<file path="config.mk">
export PLATFORM = sky130hd
export DESIGN_NAME = tile_config_debug_regs
export DESIGN_NICKNAME = d
export VERILOG_FILES = /design/src/tile_cfg_pkg.sv /design/src/tile_clock_divider.sv /design/src/debug_scratch_store.sv /design/src/tile_config_debug_regs.sv
export SDC_FILE = /design/constraint.sdc
export NUM_CORES = 1
export LEC_CHECK = 0
export ABC_AREA = 1
export ABC_CLOCK_PERIOD_IN_PS = 6650
export BUFFER_PORTS_ARGS = -buffer_cell sky130_fd_sc_hd__buf_2
export CAP_MARGIN = 20
export CORE_ASPECT_RATIO = 0.9
export CORE_MARGIN = 3
export CORE_UTILIZATION = 51
export DETAILED_ROUTE_END_ITERATION = 10
export GPL_ROUTABILITY_DRIVEN = 0
export MAX_ROUTING_LAYER = met4
export PLACE_DENSITY = 0.71
export SETUP_SLACK_MARGIN = 0.2
export SYNTH_ARGS = -nofsm -noshare
export SYNTH_HDL_FRONTEND = slang
export SYNTH_SLANG_ARGS = --single-unit
</file>
<file path="constraint.sdc">
create_clock -name mclk -period 6.65 [get_ports mclk]
set_input_delay 1.6625 -clock mclk [delete_from_list [all_inputs] [get_ports mclk]]
set_output_delay 1.6625 -clock mclk [all_outputs]
set_load 0.03 [all_outputs]
</file>
<file path="src/tile_cfg_pkg.sv">
// Purpose : shared constants for the tile configuration register bank
// Assumes : register numbers are word indices on the configuration port
// Notes   : all field positions and reset values live here
package tile_cfg_pkg;

   // ---------------------------------------------------------------
   // register numbers
   // ---------------------------------------------------------------
   localparam logic [7:0] NUM_CAPABILITY   = 8'h02;
   localparam logic [7:0] NUM_DBG_PERM     = 8'h04;
   localparam logic [7:0] NUM_DEBUG_INTERRUPT_REQUEST      = 8'h05;
   localparam logic [7:0] NUM_CLK_DIV      = 8'h06;
   localparam logic [7:0] NUM_SECURITY     = 8'h07;
   localparam logic [7:0] NUM_SCRATCH_BASE = 8'h20;
   localparam logic [7:0] NUM_SCRATCH_LAST = 8'h27;
   localparam logic [7:0] NUM_CORE0_PC     = 8'h40;

   // ---------------------------------------------------------------
   // access sources
   // ---------------------------------------------------------------
   localparam logic [1:0] SRC_LOCAL   = 2'h0;
   localparam logic [1:0] SRC_SWITCH  = 2'h1;
   localparam logic [1:0] SRC_SCRATCH = 2'h2;
   localparam logic [1:0] SRC_JTAG    = 2'h3;

   // ---------------------------------------------------------------
   // field positions
   // ---------------------------------------------------------------
   localparam int CAP_CLKBLK_LSB   = 8;
   localparam int CAP_TIMER_LSB    = 0;
   localparam int PERM_ALL_BIT     = 31;
   localparam int PERM_SWITCH_BIT  = 0;
   localparam int DINT_REQ_BIT     = 0;
   localparam int DINT_IN_DBG_BIT  = 1;
   localparam int DIV_DISABLE_BIT  = 31;
   localparam int DIV_WIDTH        = 16;
   localparam int SEC_WLOCK_BIT    = 31;
   localparam int SEC_GDBG_BIT     = 14;
   localparam int SEC_OTP_ALL_BIT  = 12;
   localparam int SEC_SECT_MSB     = 11;
   localparam int SEC_SECT_LSB     = 8;
   localparam int SEC_OTP_RED_BIT  = 7;
   localparam int SEC_BOOT_OTP_BIT = 5;
   localparam int SEC_JTAG_PLL_BIT = 4;
   localparam int SEC_JTAG_TAP_BIT = 0;
   localparam int SCRATCH_WORDS    = 8;

   // ---------------------------------------------------------------
   // reset values and masks
   // ---------------------------------------------------------------
   localparam logic [31:0] WORD_ZERO   = 32'h0000_0000;
   localparam logic [31:0] SEC_MASK    = 32'h8000_5FB1;
   localparam logic [15:0] DIV_RESET   = 16'h0000;
   localparam logic [7:0]  COUNT_RESET = 8'h00;

endpackage

</file>
<file path="src/tile_clock_divider.sv">
// Purpose : turns the pll clock into a tile clock enable by division
// Assumes : mclk stands for the pll clock
// Notes   : divide values 0 and 1 both give an undivided clock
`timescale 1ns/1ps
module tile_clock_divider
   import tile_cfg_pkg::*;
(
   input  wire logic                 mclk,
   input  wire logic                 rst_b,
   input  wire logic [DIV_WIDTH-1:0] divide_value,
   input  wire logic                 divider_enable,
   input  wire logic                 gate_off,
   output logic                      tile_tick
);

   logic [DIV_WIDTH-1:0] count_reg;

   // held value is ignored unless the tile control enable is set
   always_ff @(posedge mclk or negedge rst_b) begin
      if (!rst_b) begin
         count_reg <= DIV_RESET;
         tile_tick <= 1'b0;
      end else if (gate_off) begin
         count_reg <= DIV_RESET;
         tile_tick <= 1'b0;
      end else if (!divider_enable || divide_value <= DIV_WIDTH'(1)) begin
         count_reg <= DIV_RESET;
         tile_tick <= 1'b1;
      end else if (count_reg >= divide_value - DIV_WIDTH'(1)) begin
         count_reg <= DIV_RESET;
         tile_tick <= 1'b1;
      end else begin
         count_reg <= count_reg + DIV_WIDTH'(1);
         tile_tick <= 1'b0;
      end
   end

endmodule

</file>
<file path="src/debug_scratch_store.sv">
// Purpose : eight scratch words shared by the config port and the core
// Assumes : one write per port per cycle
// Notes   : the config port wins when both write the same word
`timescale 1ns/1ps
module debug_scratch_store
   import tile_cfg_pkg::*;
(
   input  wire logic        mclk,
   input  wire logic        rst_b,
   input  wire logic        cfg_we,
   input  wire logic [2:0]  cfg_idx,
   input  wire logic [31:0] cfg_wdata,
   output logic      [31:0] cfg_word,
   input  wire logic        core_req,
   input  wire logic        core_we,
   input  wire logic [2:0]  core_idx,
   input  wire logic [31:0] core_wdata,
   output logic      [31:0] core_rdata,
   output logic             core_ack
);

   logic [31:0] mem [SCRATCH_WORDS];

   genvar gi;
   generate
      for (gi = 0; gi < SCRATCH_WORDS; gi++) begin : g_word
         always_ff @(posedge mclk or negedge rst_b) begin
            if (!rst_b) begin
               mem[gi] <= WORD_ZERO;
            end else if (cfg_we && cfg_idx == 3'(gi)) begin
               mem[gi] <= cfg_wdata;
            end else if (core_req && core_we && core_idx == 3'(gi)) begin
               mem[gi] <= core_wdata;
            end
         end
      end
   endgenerate

   assign cfg_word = mem[cfg_idx];

   always_ff @(posedge mclk or negedge rst_b) begin
      if (!rst_b) begin
         core_rdata <= WORD_ZERO;
         core_ack   <= 1'b0;
      end else begin
         core_ack   <= core_req;
         core_rdata <= core_req ? mem[core_idx] : WORD_ZERO;
      end
   end

endmodule

</file>
<file path="src/tile_config_debug_regs.sv">
// Purpose : tile configuration and debug register bank
// Assumes : cfg_req is a one-cycle strobe, answered one cycle later
// Notes   : refused writes answer with cfg_err; ignored writes do not
// Function
// capability bits 15:8 give clock block count
// capability bits 7:0 give timers, rest zero
// permission bit 31 blocks switch, scratch, jtag
// permission bit 0 blocks switch writes only
// restricted sources get their writes rejected
// writing one to bit 0 requests debug interrupt
// bit 1 shows processor debug mode
// tile clock is pll divided by value
// divider applies only when control enable set
// bit 31 of divider gates tile clock
// security register copies otp security word
// security bit 31 refuses writes to it
// security bit 14 blocks global debug
// bit 12 locks all otp, 11:8 per sector
// security bit 5 forces boot from otp
// security bit 4 blocks jtag pll access
// security bit 0 blocks jtag debug tap
// eight scratch words shared with status space
// scratch words are debugger mailbox over switch
// register 0x40 returns core 0 pc
// agent uses config reads and writes only
// reserved bits read zero, ro writes ignored
`timescale 1ns/1ps
module tile_config_debug_regs
   import tile_cfg_pkg::*;
#(
   parameter logic [7:0] TIMER_COUNT  = 8'h0A,
   parameter logic [7:0] CLKBLK_COUNT = 8'h06
)
(
   input  wire logic        mclk,
   input  wire logic        rst_b,
   // configuration access port
   input  wire logic        cfg_req,
   input  wire logic        cfg_write,
   input  wire logic [1:0]  cfg_src,
   input  wire logic [7:0]  cfg_num,
   input  wire logic [31:0] cfg_wdata,
   output logic      [31:0] cfg_rdata,
   output logic             cfg_ack,
   output logic             cfg_err,
   // processor status space scratch port
   input  wire logic        core_scr_req,
   input  wire logic        core_scr_write,
   input  wire logic [2:0]  core_scr_idx,
   input  wire logic [31:0] core_scr_wdata,
   output logic      [31:0] core_scr_rdata,
   output logic             core_scr_ack,
   // processor state
   input  wire logic        in_debug_mode,
   input  wire logic [31:0] core0_pc,
   input  wire logic        divider_enable,
   input  wire logic        otp_load,
   input  wire logic [31:0] otp_security_word,
   // controls to the tile
   output logic             debug_irq_req,
   output logic             tile_clk_tick,
   output logic             tile_clk_gated,
   output logic             global_debug_block,
   output logic             jtag_debug_port_block,
   output logic             jtag_pll_block,
   output logic             boot_from_otp_override,
   output logic             otp_all_sector_lock,
   output logic [3:0]       otp_per_sector_lock,
   output logic             otp_redundancy_enable
);

   // ---------------------------------------------------------------
   // storage
   // ---------------------------------------------------------------
   logic                 switch_only_read_restrict;
   logic                 all_source_restrict;
   logic                 debug_interrupt_trigger;
   logic                 in_debug_mode_flag;
   logic                 in_debug_prev;
   logic                 clock_disable;
   logic [DIV_WIDTH-1:0] clock_divide;
   logic [31:0]          security_configuration;
   logic [31:0]          scratch_word;

   // ---------------------------------------------------------------
   // decode
   // ---------------------------------------------------------------
   logic hit_cap;
   logic hit_perm;
   logic hit_dint;
   logic hit_div;
   logic hit_sec;
   logic hit_scr;
   logic hit_pc;
   logic mapped;
   logic wr_req;
   logic restricted;
   logic jtag_pll_refused;
   logic sec_refused;
   logic write_ok;
   logic core_scr_blocked;

   assign hit_cap  = (cfg_num == NUM_CAPABILITY);
   assign hit_perm = (cfg_num == NUM_DBG_PERM);
   assign hit_dint = (cfg_num == NUM_DEBUG_INTERRUPT_REQUEST);
   assign hit_div  = (cfg_num == NUM_CLK_DIV);
   assign hit_sec  = (cfg_num == NUM_SECURITY);
   assign hit_scr  = (cfg_num >= NUM_SCRATCH_BASE) && (cfg_num <= NUM_SCRATCH_LAST);
   assign hit_pc   = (cfg_num == NUM_CORE0_PC);
   assign mapped   = hit_cap | hit_perm | hit_dint | hit_div | hit_sec | hit_scr | hit_pc;
   assign wr_req   = cfg_req && cfg_write;

   // the restriction covers its own register, so the sources it blocks cannot undo it
   assign restricted =
      (all_source_restrict && (cfg_src == SRC_SWITCH || cfg_src == SRC_SCRATCH
                               || cfg_src == SRC_JTAG)) ||
      (switch_only_read_restrict && cfg_src == SRC_SWITCH);

   assign jtag_pll_refused = security_configuration[SEC_JTAG_PLL_BIT]
                             && cfg_src == SRC_JTAG && hit_div;
   assign sec_refused      = security_configuration[SEC_WLOCK_BIT] && hit_sec;

   assign write_ok = wr_req && !restricted && !jtag_pll_refused;

   // core scratch writes come in through the scratch path
   assign core_scr_blocked = all_source_restrict;

   // ---------------------------------------------------------------
   // permission register
   // ---------------------------------------------------------------
   always_ff @(posedge mclk or negedge rst_b) begin
      if (!rst_b) begin
         all_source_restrict       <= 1'b0;
         switch_only_read_restrict <= 1'b0;
      end else if (write_ok && hit_perm) begin
         all_source_restrict       <= cfg_wdata[PERM_ALL_BIT];
         switch_only_read_restrict <= cfg_wdata[PERM_SWITCH_BIT];
      end
   end

   // ---------------------------------------------------------------
   // debug interrupt
   // ---------------------------------------------------------------
   // the request stays up until the core is seen entering debug mode;
   // a new request in that same cycle wins over the clear
   always_ff @(posedge mclk or negedge rst_b) begin
      if (!rst_b) begin
         debug_interrupt_trigger <= 1'b0;
      end else if (write_ok && hit_dint && cfg_wdata[DINT_REQ_BIT]) begin
         debug_interrupt_trigger <= 1'b1;
      end else if (in_debug_mode && !in_debug_prev) begin
         debug_interrupt_trigger <= 1'b0;
      end
   end

   always_ff @(posedge mclk or negedge rst_b) begin
      if (!rst_b) begin
         in_debug_mode_flag <= 1'b0;
         in_debug_prev      <= 1'b0;
      end else begin
         in_debug_mode_flag <= in_debug_mode;
         in_debug_prev      <= in_debug_mode;
      end
   end

   always_ff @(posedge mclk or negedge rst_b) begin
      if (!rst_b) begin
         debug_irq_req <= 1'b0;
      end else begin
         debug_irq_req <= debug_interrupt_trigger
                          && !security_configuration[SEC_GDBG_BIT];
      end
   end

   // ---------------------------------------------------------------
   // clock divider
   // ---------------------------------------------------------------
   always_ff @(posedge mclk or negedge rst_b) begin
      if (!rst_b) begin
         clock_divide  <= DIV_RESET;
         clock_disable <= 1'b0;
      end else if (write_ok && hit_div) begin
         clock_divide  <= cfg_wdata[DIV_WIDTH-1:0];
         clock_disable <= cfg_wdata[DIV_DISABLE_BIT];
      end
   end

   always_ff @(posedge mclk or negedge rst_b) begin
      if (!rst_b) begin
         tile_clk_gated <= 1'b0;
      end else begin
         tile_clk_gated <= clock_disable;
      end
   end

   tile_clock_divider u_div (
      .mclk           (mclk),
      .rst_b          (rst_b),
      .divide_value   (clock_divide),
      .divider_enable (divider_enable),
      .gate_off       (clock_disable),
      .tile_tick      (tile_clk_tick)
   );

   // ---------------------------------------------------------------
   // security copy
   // ---------------------------------------------------------------
   // captured by a clocked load after reset, never by the reset itself
   always_ff @(posedge mclk or negedge rst_b) begin
      if (!rst_b) begin
         security_configuration <= WORD_ZERO;
      end else if (otp_load) begin
         security_configuration <= otp_security_word & SEC_MASK;
      end
   end

   always_ff @(posedge mclk or negedge rst_b) begin
      if (!rst_b) begin
         global_debug_block     <= 1'b0;
         jtag_debug_port_block  <= 1'b0;
         jtag_pll_block         <= 1'b0;
         boot_from_otp_override <= 1'b0;
         otp_all_sector_lock    <= 1'b0;
         otp_per_sector_lock    <= 4'h0;
         otp_redundancy_enable  <= 1'b0;
      end else begin
         global_debug_block     <= security_configuration[SEC_GDBG_BIT];
         jtag_debug_port_block  <= security_configuration[SEC_JTAG_TAP_BIT];
         jtag_pll_block         <= security_configuration[SEC_JTAG_PLL_BIT];
         boot_from_otp_override <= security_configuration[SEC_BOOT_OTP_BIT];
         otp_all_sector_lock    <= security_configuration[SEC_OTP_ALL_BIT];
         otp_per_sector_lock    <= security_configuration[SEC_SECT_MSB:SEC_SECT_LSB];
         otp_redundancy_enable  <= security_configuration[SEC_OTP_RED_BIT];
      end
   end

   // ---------------------------------------------------------------
   // scratch words
   // ---------------------------------------------------------------
   debug_scratch_store u_scr (
      .mclk       (mclk),
      .rst_b      (rst_b),
      .cfg_we     (write_ok && hit_scr),
      .cfg_idx    (cfg_num[2:0]),
      .cfg_wdata  (cfg_wdata),
      .cfg_word   (scratch_word),
      .core_req   (core_scr_req),
      .core_we    (core_scr_write && !core_scr_blocked),
      .core_idx   (core_scr_idx),
      .core_wdata (core_scr_wdata),
      .core_rdata (core_scr_rdata),
      .core_ack   (core_scr_ack)
   );

   // ---------------------------------------------------------------
   // read mux and answer
   // ---------------------------------------------------------------
   logic [31:0] read_word;

   always_comb begin
      read_word = WORD_ZERO;
      if (hit_cap) begin
         read_word = {16'h0000, CLKBLK_COUNT, TIMER_COUNT};
      end else if (hit_perm) begin
         read_word[PERM_ALL_BIT]    = all_source_restrict;
         read_word[PERM_SWITCH_BIT] = switch_only_read_restrict;
      end else if (hit_dint) begin
         read_word[DINT_REQ_BIT]    = debug_interrupt_trigger;
         read_word[DINT_IN_DBG_BIT] = in_debug_mode_flag;
      end else if (hit_div) begin
         read_word[DIV_WIDTH-1:0]   = clock_divide;
         read_word[DIV_DISABLE_BIT] = clock_disable;
      end else if (hit_sec) begin
         read_word = security_configuration;
      end else if (hit_scr) begin
         read_word = scratch_word;
      end else if (hit_pc) begin
         read_word = core0_pc;
      end
   end

   // one strobe in, one answer a cycle later
   always_ff @(posedge mclk or negedge rst_b) begin
      if (!rst_b) begin
         cfg_ack   <= 1'b0;
         cfg_err   <= 1'b0;
         cfg_rdata <= WORD_ZERO;
      end else begin
         cfg_ack   <= cfg_req;
         cfg_err   <= cfg_req && (!mapped || (cfg_write
                      && (restricted || jtag_pll_refused || sec_refused)));
         cfg_rdata <= (cfg_req && !cfg_write) ? read_word : WORD_ZERO;
      end
   end
endmodule

</file>
After elaboration in Yosys (flattened, before gate mapping):

Index checks and enable logic that the tools add are counted.
Widths: inputs -> output; s select.

* divide/modulo/power cells: 0
* equality and inequality tests: 23
* $mul: 0
* shift operators: 0
* add/sub/neg operators: 2
* bitwise logic cells: 8
* order comparisons: 6
* reduce and logical (&&, ||, !) cells: 63
* muxes and demuxes: 44

Operators by type and width (number)
* $mux 32: 26
* $bmux 32 s3: 2
* $mux 16: 4
* $mux 30: 2
* $logic_and 1x1->1: 37
* $eq 8x3->1 const B: 4
* $eq 3x3->1 const B: 8
* $reduce_bool 2->1: 9
* $add 16x1->16 const B: 1
* $ge 16x16->1: 1
* $le 16x1->1 const B: 1
* $sub 16x1->16 const B: 1
* $mux 15: 1
* $eq 3x2->1 const B: 4
* $eq 8x2->1 const B: 1
* $eq 8x7->1 const B: 1
* $ge 4x4->1 const B: 2
* $ge 8x6->1 const B: 1
* $le 8x6->1 const B: 1
* $logic_not 1->1: 8
* $mux 1: 8
* $not 3->4: 2
* $logic_or 1x1->1: 7
* $eq 3x1->1 const B: 2
* other kinds (5): 12

* RAM bits: 0
* output and inout bits: 80
* ROM bits: 0
* bits of input ports: 150
* flip-flop bits (word level): 384
* latch bits: 0
* memories kept: 0

Longest topological paths before layout:

Gate-level depths: netlist of the first run.

* word-level depth: 11
* depth in mapped cells: 20
* gate-level depth less buffers: 19

By module:

Synthesis of the first run repeated with hierarchy kept, for this count alone.

* cell total of the unflattened synthesis: 3533
* area total of the unflattened synthesis: 23296.1 µm²

By module, submodules not included
* debug_scratch_store: area each 17999.8 µm², times used 1, cells each 2915, sequential area each 7231.9 µm²
* tile_config_debug_regs: area each 3643.5 µm², times used 1, cells each 389, sequential area each 1951.9 µm²
* tile_clock_divider: area each 1652.8 µm², times used 1, cells each 229, sequential area each 425.4 µm²

Worst setup path before layout of the first run:

Ideal clock, no wire load.

* path kind: in2reg
* from: in cfg_num[7]
* to: reg u_scr.mem[61] in the netlist's numbering
* arrival time: 2848 ps
* cell stages on the path: 8
* setup slack: 3671 ps
* library setup time: 131 ps
* buffers on the path: 2
* path through: nor2_2 nand4_4 nor2_8 buf_6 nand2_4 buf_4 nand3_1 o211ai_1

* longest elaborated chain between the ends: 7

Ends and longest elaborated chain
* start, declared: RTL line tile_config_debug_regs.sv:41 `input wire logic [7:0] cfg_num,`
* branches (longest 4 deep; another with $ge 8x6->1)
* $logic_and 1x1->1 (*): RTL line tile_config_debug_regs.sv:243 `.cfg_we (write_ok && hit_scr),`
* $logic_and 1x1->1 (*): RTL line debug_scratch_store.sv:30 `end else if (cfg_we && cfg_idx == 3'(gi)) begin`
* $mux 32 or $reduce_bool 2->1 (tied branches)
* end signal, assigned by index: RTL line debug_scratch_store.sv:31 `mem[gi] <= cfg_wdata;`
* end signal, assigned by index: RTL line debug_scratch_store.sv:33 `mem[gi] <= core_wdata;`
* end, declared: RTL line debug_scratch_store.sv:22 `logic [31:0] mem [SCRATCH_WORDS];`

Mark *: on every way between the ends.
A chain may end at the register's enable or synchronous reset.

Worst setup path in the final report of the first run:

* from: in cfg_num[0]
* to: reg u_scr.mem[12] in the netlist's numbering

* longest elaborated chain between the ends: 7

Ends and longest elaborated chain (RTL line)
* branches (longest 5 deep; another with $ge 8x6->1)
* $logic_and 1x1->1 (*): debug_scratch_store.sv:30
* $mux 32 or $reduce_bool 2->1 (tied branches)

Marks and branches as above.

==> metrics.txt, run 1 <==
Core Box Area=around 0.042 sq mm; first-pass GRT wire length=130.3 mm; number of synthesis warnings=0; layout cells sized above 1=about an eighth; Max-Cap Viols=0; required time worst endpoint=7100 ps; hold_buf cts=0; Starting DRT DRC Count=3762; Crit Path Category=in2reg; sequential share of the synthesized area=43.74%; Yosys cell types=between 50 and 60; fillers=between 3000 and 4000; final net count=3217; CP Cell Sequence=buf_2 -> nand2_1 -> buf_4 -> inv_2 -> nand3_2 -> buf_4 -> o21ai_0 -> o21ai_1 -> nand2_1; CTS Buf Count=43; P_sw=about 0.0021 W; Clk pwr share=a little over a third; Post-DP Area=about 0.023 sq mm; DP HPWL=52.16 mm; DRC=0; Finished Cell Area=between 0.02 and 0.025 sq mm; Main synth FF type=dfrtp_1; cell taking the most area after synthesis=dfrtp_1; Die Width=224.8 um; Post-Syn Area=about 0.022 sq mm; Cell Pwr Density=267.6 mW/mm^2; final hold vios=0; FMAX=between 200 and 250 MHz; clock-pin slew on the worst setup and hold paths=60 ps; FF/Latch Area=0.009609 sq mm; Initial Util=52.06%; largest net degree at the start of global routing=about 110; CTS tree=yes; Flop pwr share=approximately 45%; Synth Area per Inst=roughly 7.4 sq um; Fin Setup TNS=0 ps; Final min period=~4200 ps; #FFs+latches synth=approximately 380; global-route usage over all layers=between 30% and 40%; Min Hold Slack=a little under 400 ps; outcome=finished clean; Crit Path Max Fanout=52; Cells after Synth=roughly 3000; clock skew=roughly 17 ps; Sw Share=between 30% and 40%; die height=about 200 um; logic gate share of total power=18.9%; Area contributors post-synth=dfrtp_1 44%, nand2_1 10%, nand3_1 7.8%, o21ai_0 6.9%, inv_1 4.9%; RSZ-0062 raised after global routing=no; VDD IR max=between 0.00015 and 0.0002 V; number of port buffers=between 200 and 250; critical path's slowest cell=buf_4; clk buf depth=3; Pleak=around 12 nW; Post-synth EDFFs=0; IO Count=230; Area Growth Syn to Fin=12.11%; max FFs per register=256; via-per-instance ratio=6.465; Worst-Margin Slew=roughly 1300 ps; initial antenna violation count=7; relative slew slack=about 15%; post-route ant nets=0; CTS H-tree lvls=2; vias in the first global route=approximately 22000; Rows=between 70 and 80; Multi-input gate area=slightly above 0.01 sq mm; crit end category=flop; post-detailed-routing wire length=87.02 mm; DRT Pass-1 Iters=10; startpoint types=input pin; worst hold path class=reg2reg; Worst Path Arrival=between 4000 and 5000 ps; DR WL/cell=about 24 um; post-CTS setup buffers=0; cts repair resizes=0; Int Pwr=around 0.0045 W; clk sinks=roughly 380; die area=approximately 0.046 sq mm; fraction of registers with async set/reset=100.0%; Congestion Overflow GR=0; Clock Latency Late Sink=about 600 ps; largest registers=u_scr.mem x256, cfg_rdata x32, u_scr.core_rdata x32; CP max stage delay=between 600 and 700 ps; period utilisation layout=a little over three fifths; post-synthesis net count=slightly above 3000; routed vias=~23000; Slew Viols, Final=0; Root Buffer=clkbuf_16; Synth top area share=43.74%; Top reg by flops=u_scr.mem; final setup fails=0
==> routing by layer <==
metal	track usage, %	routed length, um	vias up
li1	-	-	10170
met2	54.73	36790	1861
met5	-	0	-
met1	51.49	32720	11050
met3	10.39	13450	370
met4	17.45	4052	0
==> final timing paths <==
path / start / to / slack [ps] / cells after the start
setup / recovery: cfg_num[0] / u_scr.mem[12] / 2480 / 9
hold / removal: security_configuration[11] / otp_per_sector_lock[3] / 400 / 0
setup reg to reg: clock_divide[0] / u_div.count_reg[4] / 2990 / 18
hold reg to reg: security_configuration[11] / otp_per_sector_lock[3] / 400 / 0
max in group asynchronous: rst_b / clock_divide[14] / 4130 / 2
min in group asynchronous: rst_b / u_scr.mem[216] / 1090 / 1
==> critical path: cells and delay by family <==
kind,cells,cell delay [ps]
and+or+nand+nor,3,590
buffers and inverters,4,1970
AOI/OAI and AO/OA,2,340
==> cell type report <==
type,instances,share of cell area [%]
antenna,6,0.06096
clock buffer,64,5.014
clock inverter,7,0.3912
inverter,306,4.664
multi-input combinational,2057,42.00
sequential,384,39.02
tap,547,2.779
timing repair buffer,256,6.076
==> cells in the final DEF (no fill, tap or decap), types with 17 or more instances in the layout <==
master,count
o21ai_1,110
buf_4,41
ha_1,19
dfrtp_1,384
clkbuf_16,43
buf_2,207
nand2_1,596
nand3_1,343
a21oi_1,112
nor2_1,194
nor3_1,38
nand4_1,20
o211ai_1,83
o2111ai_1,32
o21ai_0,303
inv_1,288
a31oi_1,17
o22ai_1,46
==> logic make-up after synthesis <==
kind of cell | after synthesis | synth area share (%)
simple gates | 1253 | 24.78
compound gates | 763 | 20.03
buf+inv | 509 | 9.380
flops | 384 | 43.74
fa+ha+maj | 19 | 1.082
xor+xnor | 12 | 0.4784
mux | 10 | 0.5126
==> synth_stat cells, drive strengths merged (5+ instances only) <==
cell	count
clkbuf	105
nand2	609
inv	303
dfrtp	384
a21oi	112
ha	19
o21a	8
o31ai	5
or2	14
a311oi	9
nand4	21
a221oi	5
o22ai	46
o211ai	83
xor2	11
a211oi	12
nand3b	5
nand3	351
o2111ai	32
a22oi	14
o21ai	413
nor2	209
buf	98
mux2	10
nor3	38
a31oi	17
==> power by group through the flow <==
stage / combinational [W] / clock, W / sequential, W
6_report: 0.00125 / 0.00235 / 0.00299
5_1_grt: 0.00138 / 0.00245 / 0.00303
4_1_cts: 0.00122 / 0.00236 / 0.00298
3_5_place_dp: 0.00121 / 0 / 0.00302
3_3_place_gp: 0.00116 / 0 / 0.00300
2_1_floorplan: 0.000772 / 0 / 0.00300
==> metrics by stage <==
step	total power (W)	utilization, %	cells	setup WS [ps]
3_5_place_dp	0.004222	55.09	3548	2082
5_1_grt	0.006862	58.37	3627	2454
3_3_place_gp	0.004159	54.99	3546	1593
6_report	0.006590	58.37	3627	2479
2_1_floorplan	0.003770	-	2950	3671
4_1_cts	0.006551	58.25	3619	2681
No activity file was read; power rests on OpenSTA's default activity.
==> inputs of run 2 (changes only) <==
--- a/config.mk
+++ b/config.mk
@@ -6,7 +6,7 @@
 export NUM_CORES = 1
 export LEC_CHECK = 0
 export ABC_AREA = 1
-export ABC_CLOCK_PERIOD_IN_PS = 6650
+export ABC_CLOCK_PERIOD_IN_PS = 4300
 export BUFFER_PORTS_ARGS = -buffer_cell sky130_fd_sc_hd__buf_2
 export CAP_MARGIN = 20
 export CORE_ASPECT_RATIO = 0.9
==> constraint.sdc (replaced) <==
create_clock -name mclk -period 4.3 [get_ports mclk]
set_input_delay 1.075 -clock mclk [delete_from_list [all_inputs] [get_ports mclk]]
set_output_delay 1.075 -clock mclk [all_outputs]
set_load 0.03 [all_outputs]
==> run 2 against run 1 <==
Net effect:
- routed wire length increased by 0.50%
- largest power group unchanged
- critical endpoint is now u_div.count_reg[5]
- worst hold slack gained 7.2 ps
- global-route usage grew 0.18 points
- die area is the same
- non-clock buffer count increased by 27
- power rose by 57%
==> metrics.txt, run 2 (synthesis gave the netlist of run 1 again) <==
FF/Latch Area=0.009609 sq mm (unchanged); Worst Path Arrival=4160 ps (-470 ps); outcome=finished clean; number of port buffers=208 (unchanged); DP HPWL=54.26 mm (+4.0%); via-per-instance ratio=6.421 (-0.67%); die area=0.04561 sq mm (unchanged); Cell Pwr Density=413.8 mW/mm^2 (+55%); final setup fails=0 (unchanged); clock-pin slew on the worst setup and hold paths=60 ps (about the same); CTS Buf Count=44 (+2.3%); die height=202.9 um (unchanged); Max Used Layer=met4; Multi-input gate area=0.01034 sq mm (about the same); Min Hold Slack=403.7 ps (+7.170 ps); max FFs per register=256 (unchanged); routed vias=23490 (+0.18%); Top reg by flops=u_scr.mem; critical path's top delay family=simple AND/OR/NAND/NOR gates; Congestion Overflow GR=0 (unchanged); most frequent cells in the layout=597 x nand2_1, 384 x dfrtp_1, 343 x nand3_1; met3 routed WL=13.06 mm (-2.9%); DRC=0 (unchanged); wire length on met1=33.15 mm (+1.3%); wire length on met2=36.47 mm (-0.86%); P_sw=0.003231 W (+56%); Int Pwr=0.007084 W (+57%); first-pass GRT wire length=130.9 mm (+0.42%); post-CTS setup buffers=0 (unchanged); required time worst endpoint=4790 ps (-2310 ps); FMAX=around 270 MHz; Fin Setup TNS=0 ps (unchanged); clock skew=17.19 ps (-0.1227 ps); Clock Latency Late Sink=580 ps (about the same); largest net degree at the start of global routing=103 (-3.7%); Worst-Margin Slew=1178 ps (-89.09 ps); Final min period=between 3000 and 4000 ps; CP Cell Sequence=inv_1 -> ha_1 -> nand2_1 -> nor2_1 -> nand3_1 -> nor2_1 -> xor2_1 -> inv_1 -> ha_1 -> nand2_1 -> inv_1 -> nand3_1 -> inv_1 -> a21oi_1 -> nand3_1 -> nor2_1 -> clkinvlp_4 -> nor2_1; vias in the first global route=22200 (+1.2%); DR WL/cell=23.91 um (-0.35%); most common cell after layout, fill and taps aside=nand2_1; final hold vios=0 (unchanged); Root Buffer=clkbuf_16; startpoint types=flop; Clk pwr share=36.3% (+0.6 points); logic gate share of total power=18.8% (about the same); global-route usage over all layers=38.65% (+0.18 points); clk buf depth=3 (unchanged); Core Box Area=0.04220 sq mm (unchanged); post-route ant nets=0 (unchanged); crit end category=flop; critical path's slowest cell=dfrtp_1; VDD IR max=0.0002719 V (+68%); initial antenna violation count=8 (+1); Die Width=224.8 um (unchanged); Max-Cap Viols=0 (unchanged); Crit Path Category=reg2reg; fillers=3831 (+1.7%); Initial Util=52.06% (unchanged); critical path buffer and inverter count=5 (+1); DRT Pass-1 Iters=8 (-2); Rows=71 (unchanged); Crit Path Max Fanout=16 (-69%); layout cells sized above 1=13.66% (+1.0 points); Starting DRT DRC Count=3689 (-1.9%); Area Growth Syn to Fin=13.48%; Slew Viols, Final=0 (unchanged); worst hold path class=reg2reg; final net count=3245 (+0.87%); largest registers=u_scr.mem x256, cfg_rdata x32, u_scr.core_rdata x32; Sw Share=31.32% (-0.083 points); relative slew slack=21.37% (+5.9 points); CTS tree=yes; CTS H-tree lvls=2 (unchanged); post-detailed-routing wire length=87.45 mm (+0.50%); RSZ-0062 raised after global routing=no; Flop pwr share=44.9% (-0.5 points); period utilisation layout=a little under nine tenths; Pleak=12.59 nW (+1.4%); CP max stage delay=450 ps (-200 ps); clk sinks=384 (unchanged); IO Count=230 (unchanged)
## run 2: cell types whose count changed in the layout (fill, tap and decap cells not counted), sizes merged
cell,delta
inv,-4
clkbuf,-5
clkinvlp,+1
buf,+27
clkinv,+11
bufinv,+1
## run 2: routing by layer
metal / GRT usage [%] / up-vias
met5: - / -
met4: 19.90 / 0
met3: 11.71 / 367
met2: 54.06 / 1864
met1: 50.71 / 11020
li1: - / 10230
## run 2: through the flow
stage	utilization, %	setup slack [ps]	std cells	instance area (sq um)	power, W
finish	59.08	631.3	3658	24930	0.01031
detailed placement	55.75	698.4	3577	23520	0.006545
global route	59.08	261.5	3658	24930	0.01072
floorplan	-	1547	2950	21970	0.005830
CTS	59.03	667.1	3652	24910	0.01025
global placement	55.75	802.7	3577	23520	0.006449
## run 2: power by group through the flow
stage	Sequential [W]	Clock [W]	Combinational, W
2_1_floorplan	0.00464	0	0.00119
3_3_place_gp	0.00464	0	0.00181
3_5_place_dp	0.00467	0	0.00188
4_1_cts	0.00460	0.00375	0.00189
5_1_grt	0.00468	0.00389	0.00215
6_report	0.00463	0.00375	0.00194
## run 2: cell type report
| type | count | area share [%] |
|---|---|---|
| Antenna cell | 6 | 0.06023 |
| Clock buffer | 59 | 4.929 |
| Clock inverter | 16 | 0.6374 |
| Inverter | 306 | 4.623 |
| Multi-Input combinational cell | 2057 | 41.48 |
| Sequential cell | 384 | 38.55 |
| Tap cell | 547 | 2.745 |
| Timing Repair Buffer | 283 | 6.977 |
## run 2: timing repair
action | in CTS | in global routing
endpoints found under the setup margin | 0 | 15
gates resized for setup | 0 | 1
hold buffers | 0 | 0
## run 2: worst paths after layout
path / from / endpoint / slack (ps) / depth (start not counted)
setup / recovery: clock_divide[0] / u_div.count_reg[5] / 630 / 18
min in group asynchronous: rst_b / cfg_rdata[27] / 550 / 1
hold reg to reg: security_configuration[11] / otp_per_sector_lock[3] / 400 / 0
setup reg to reg: clock_divide[0] / u_div.count_reg[5] / 630 / 18
max in group asynchronous: rst_b / u_scr.mem[198] / 2720 / 2
hold / removal: security_configuration[11] / otp_per_sector_lock[3] / 400 / 0
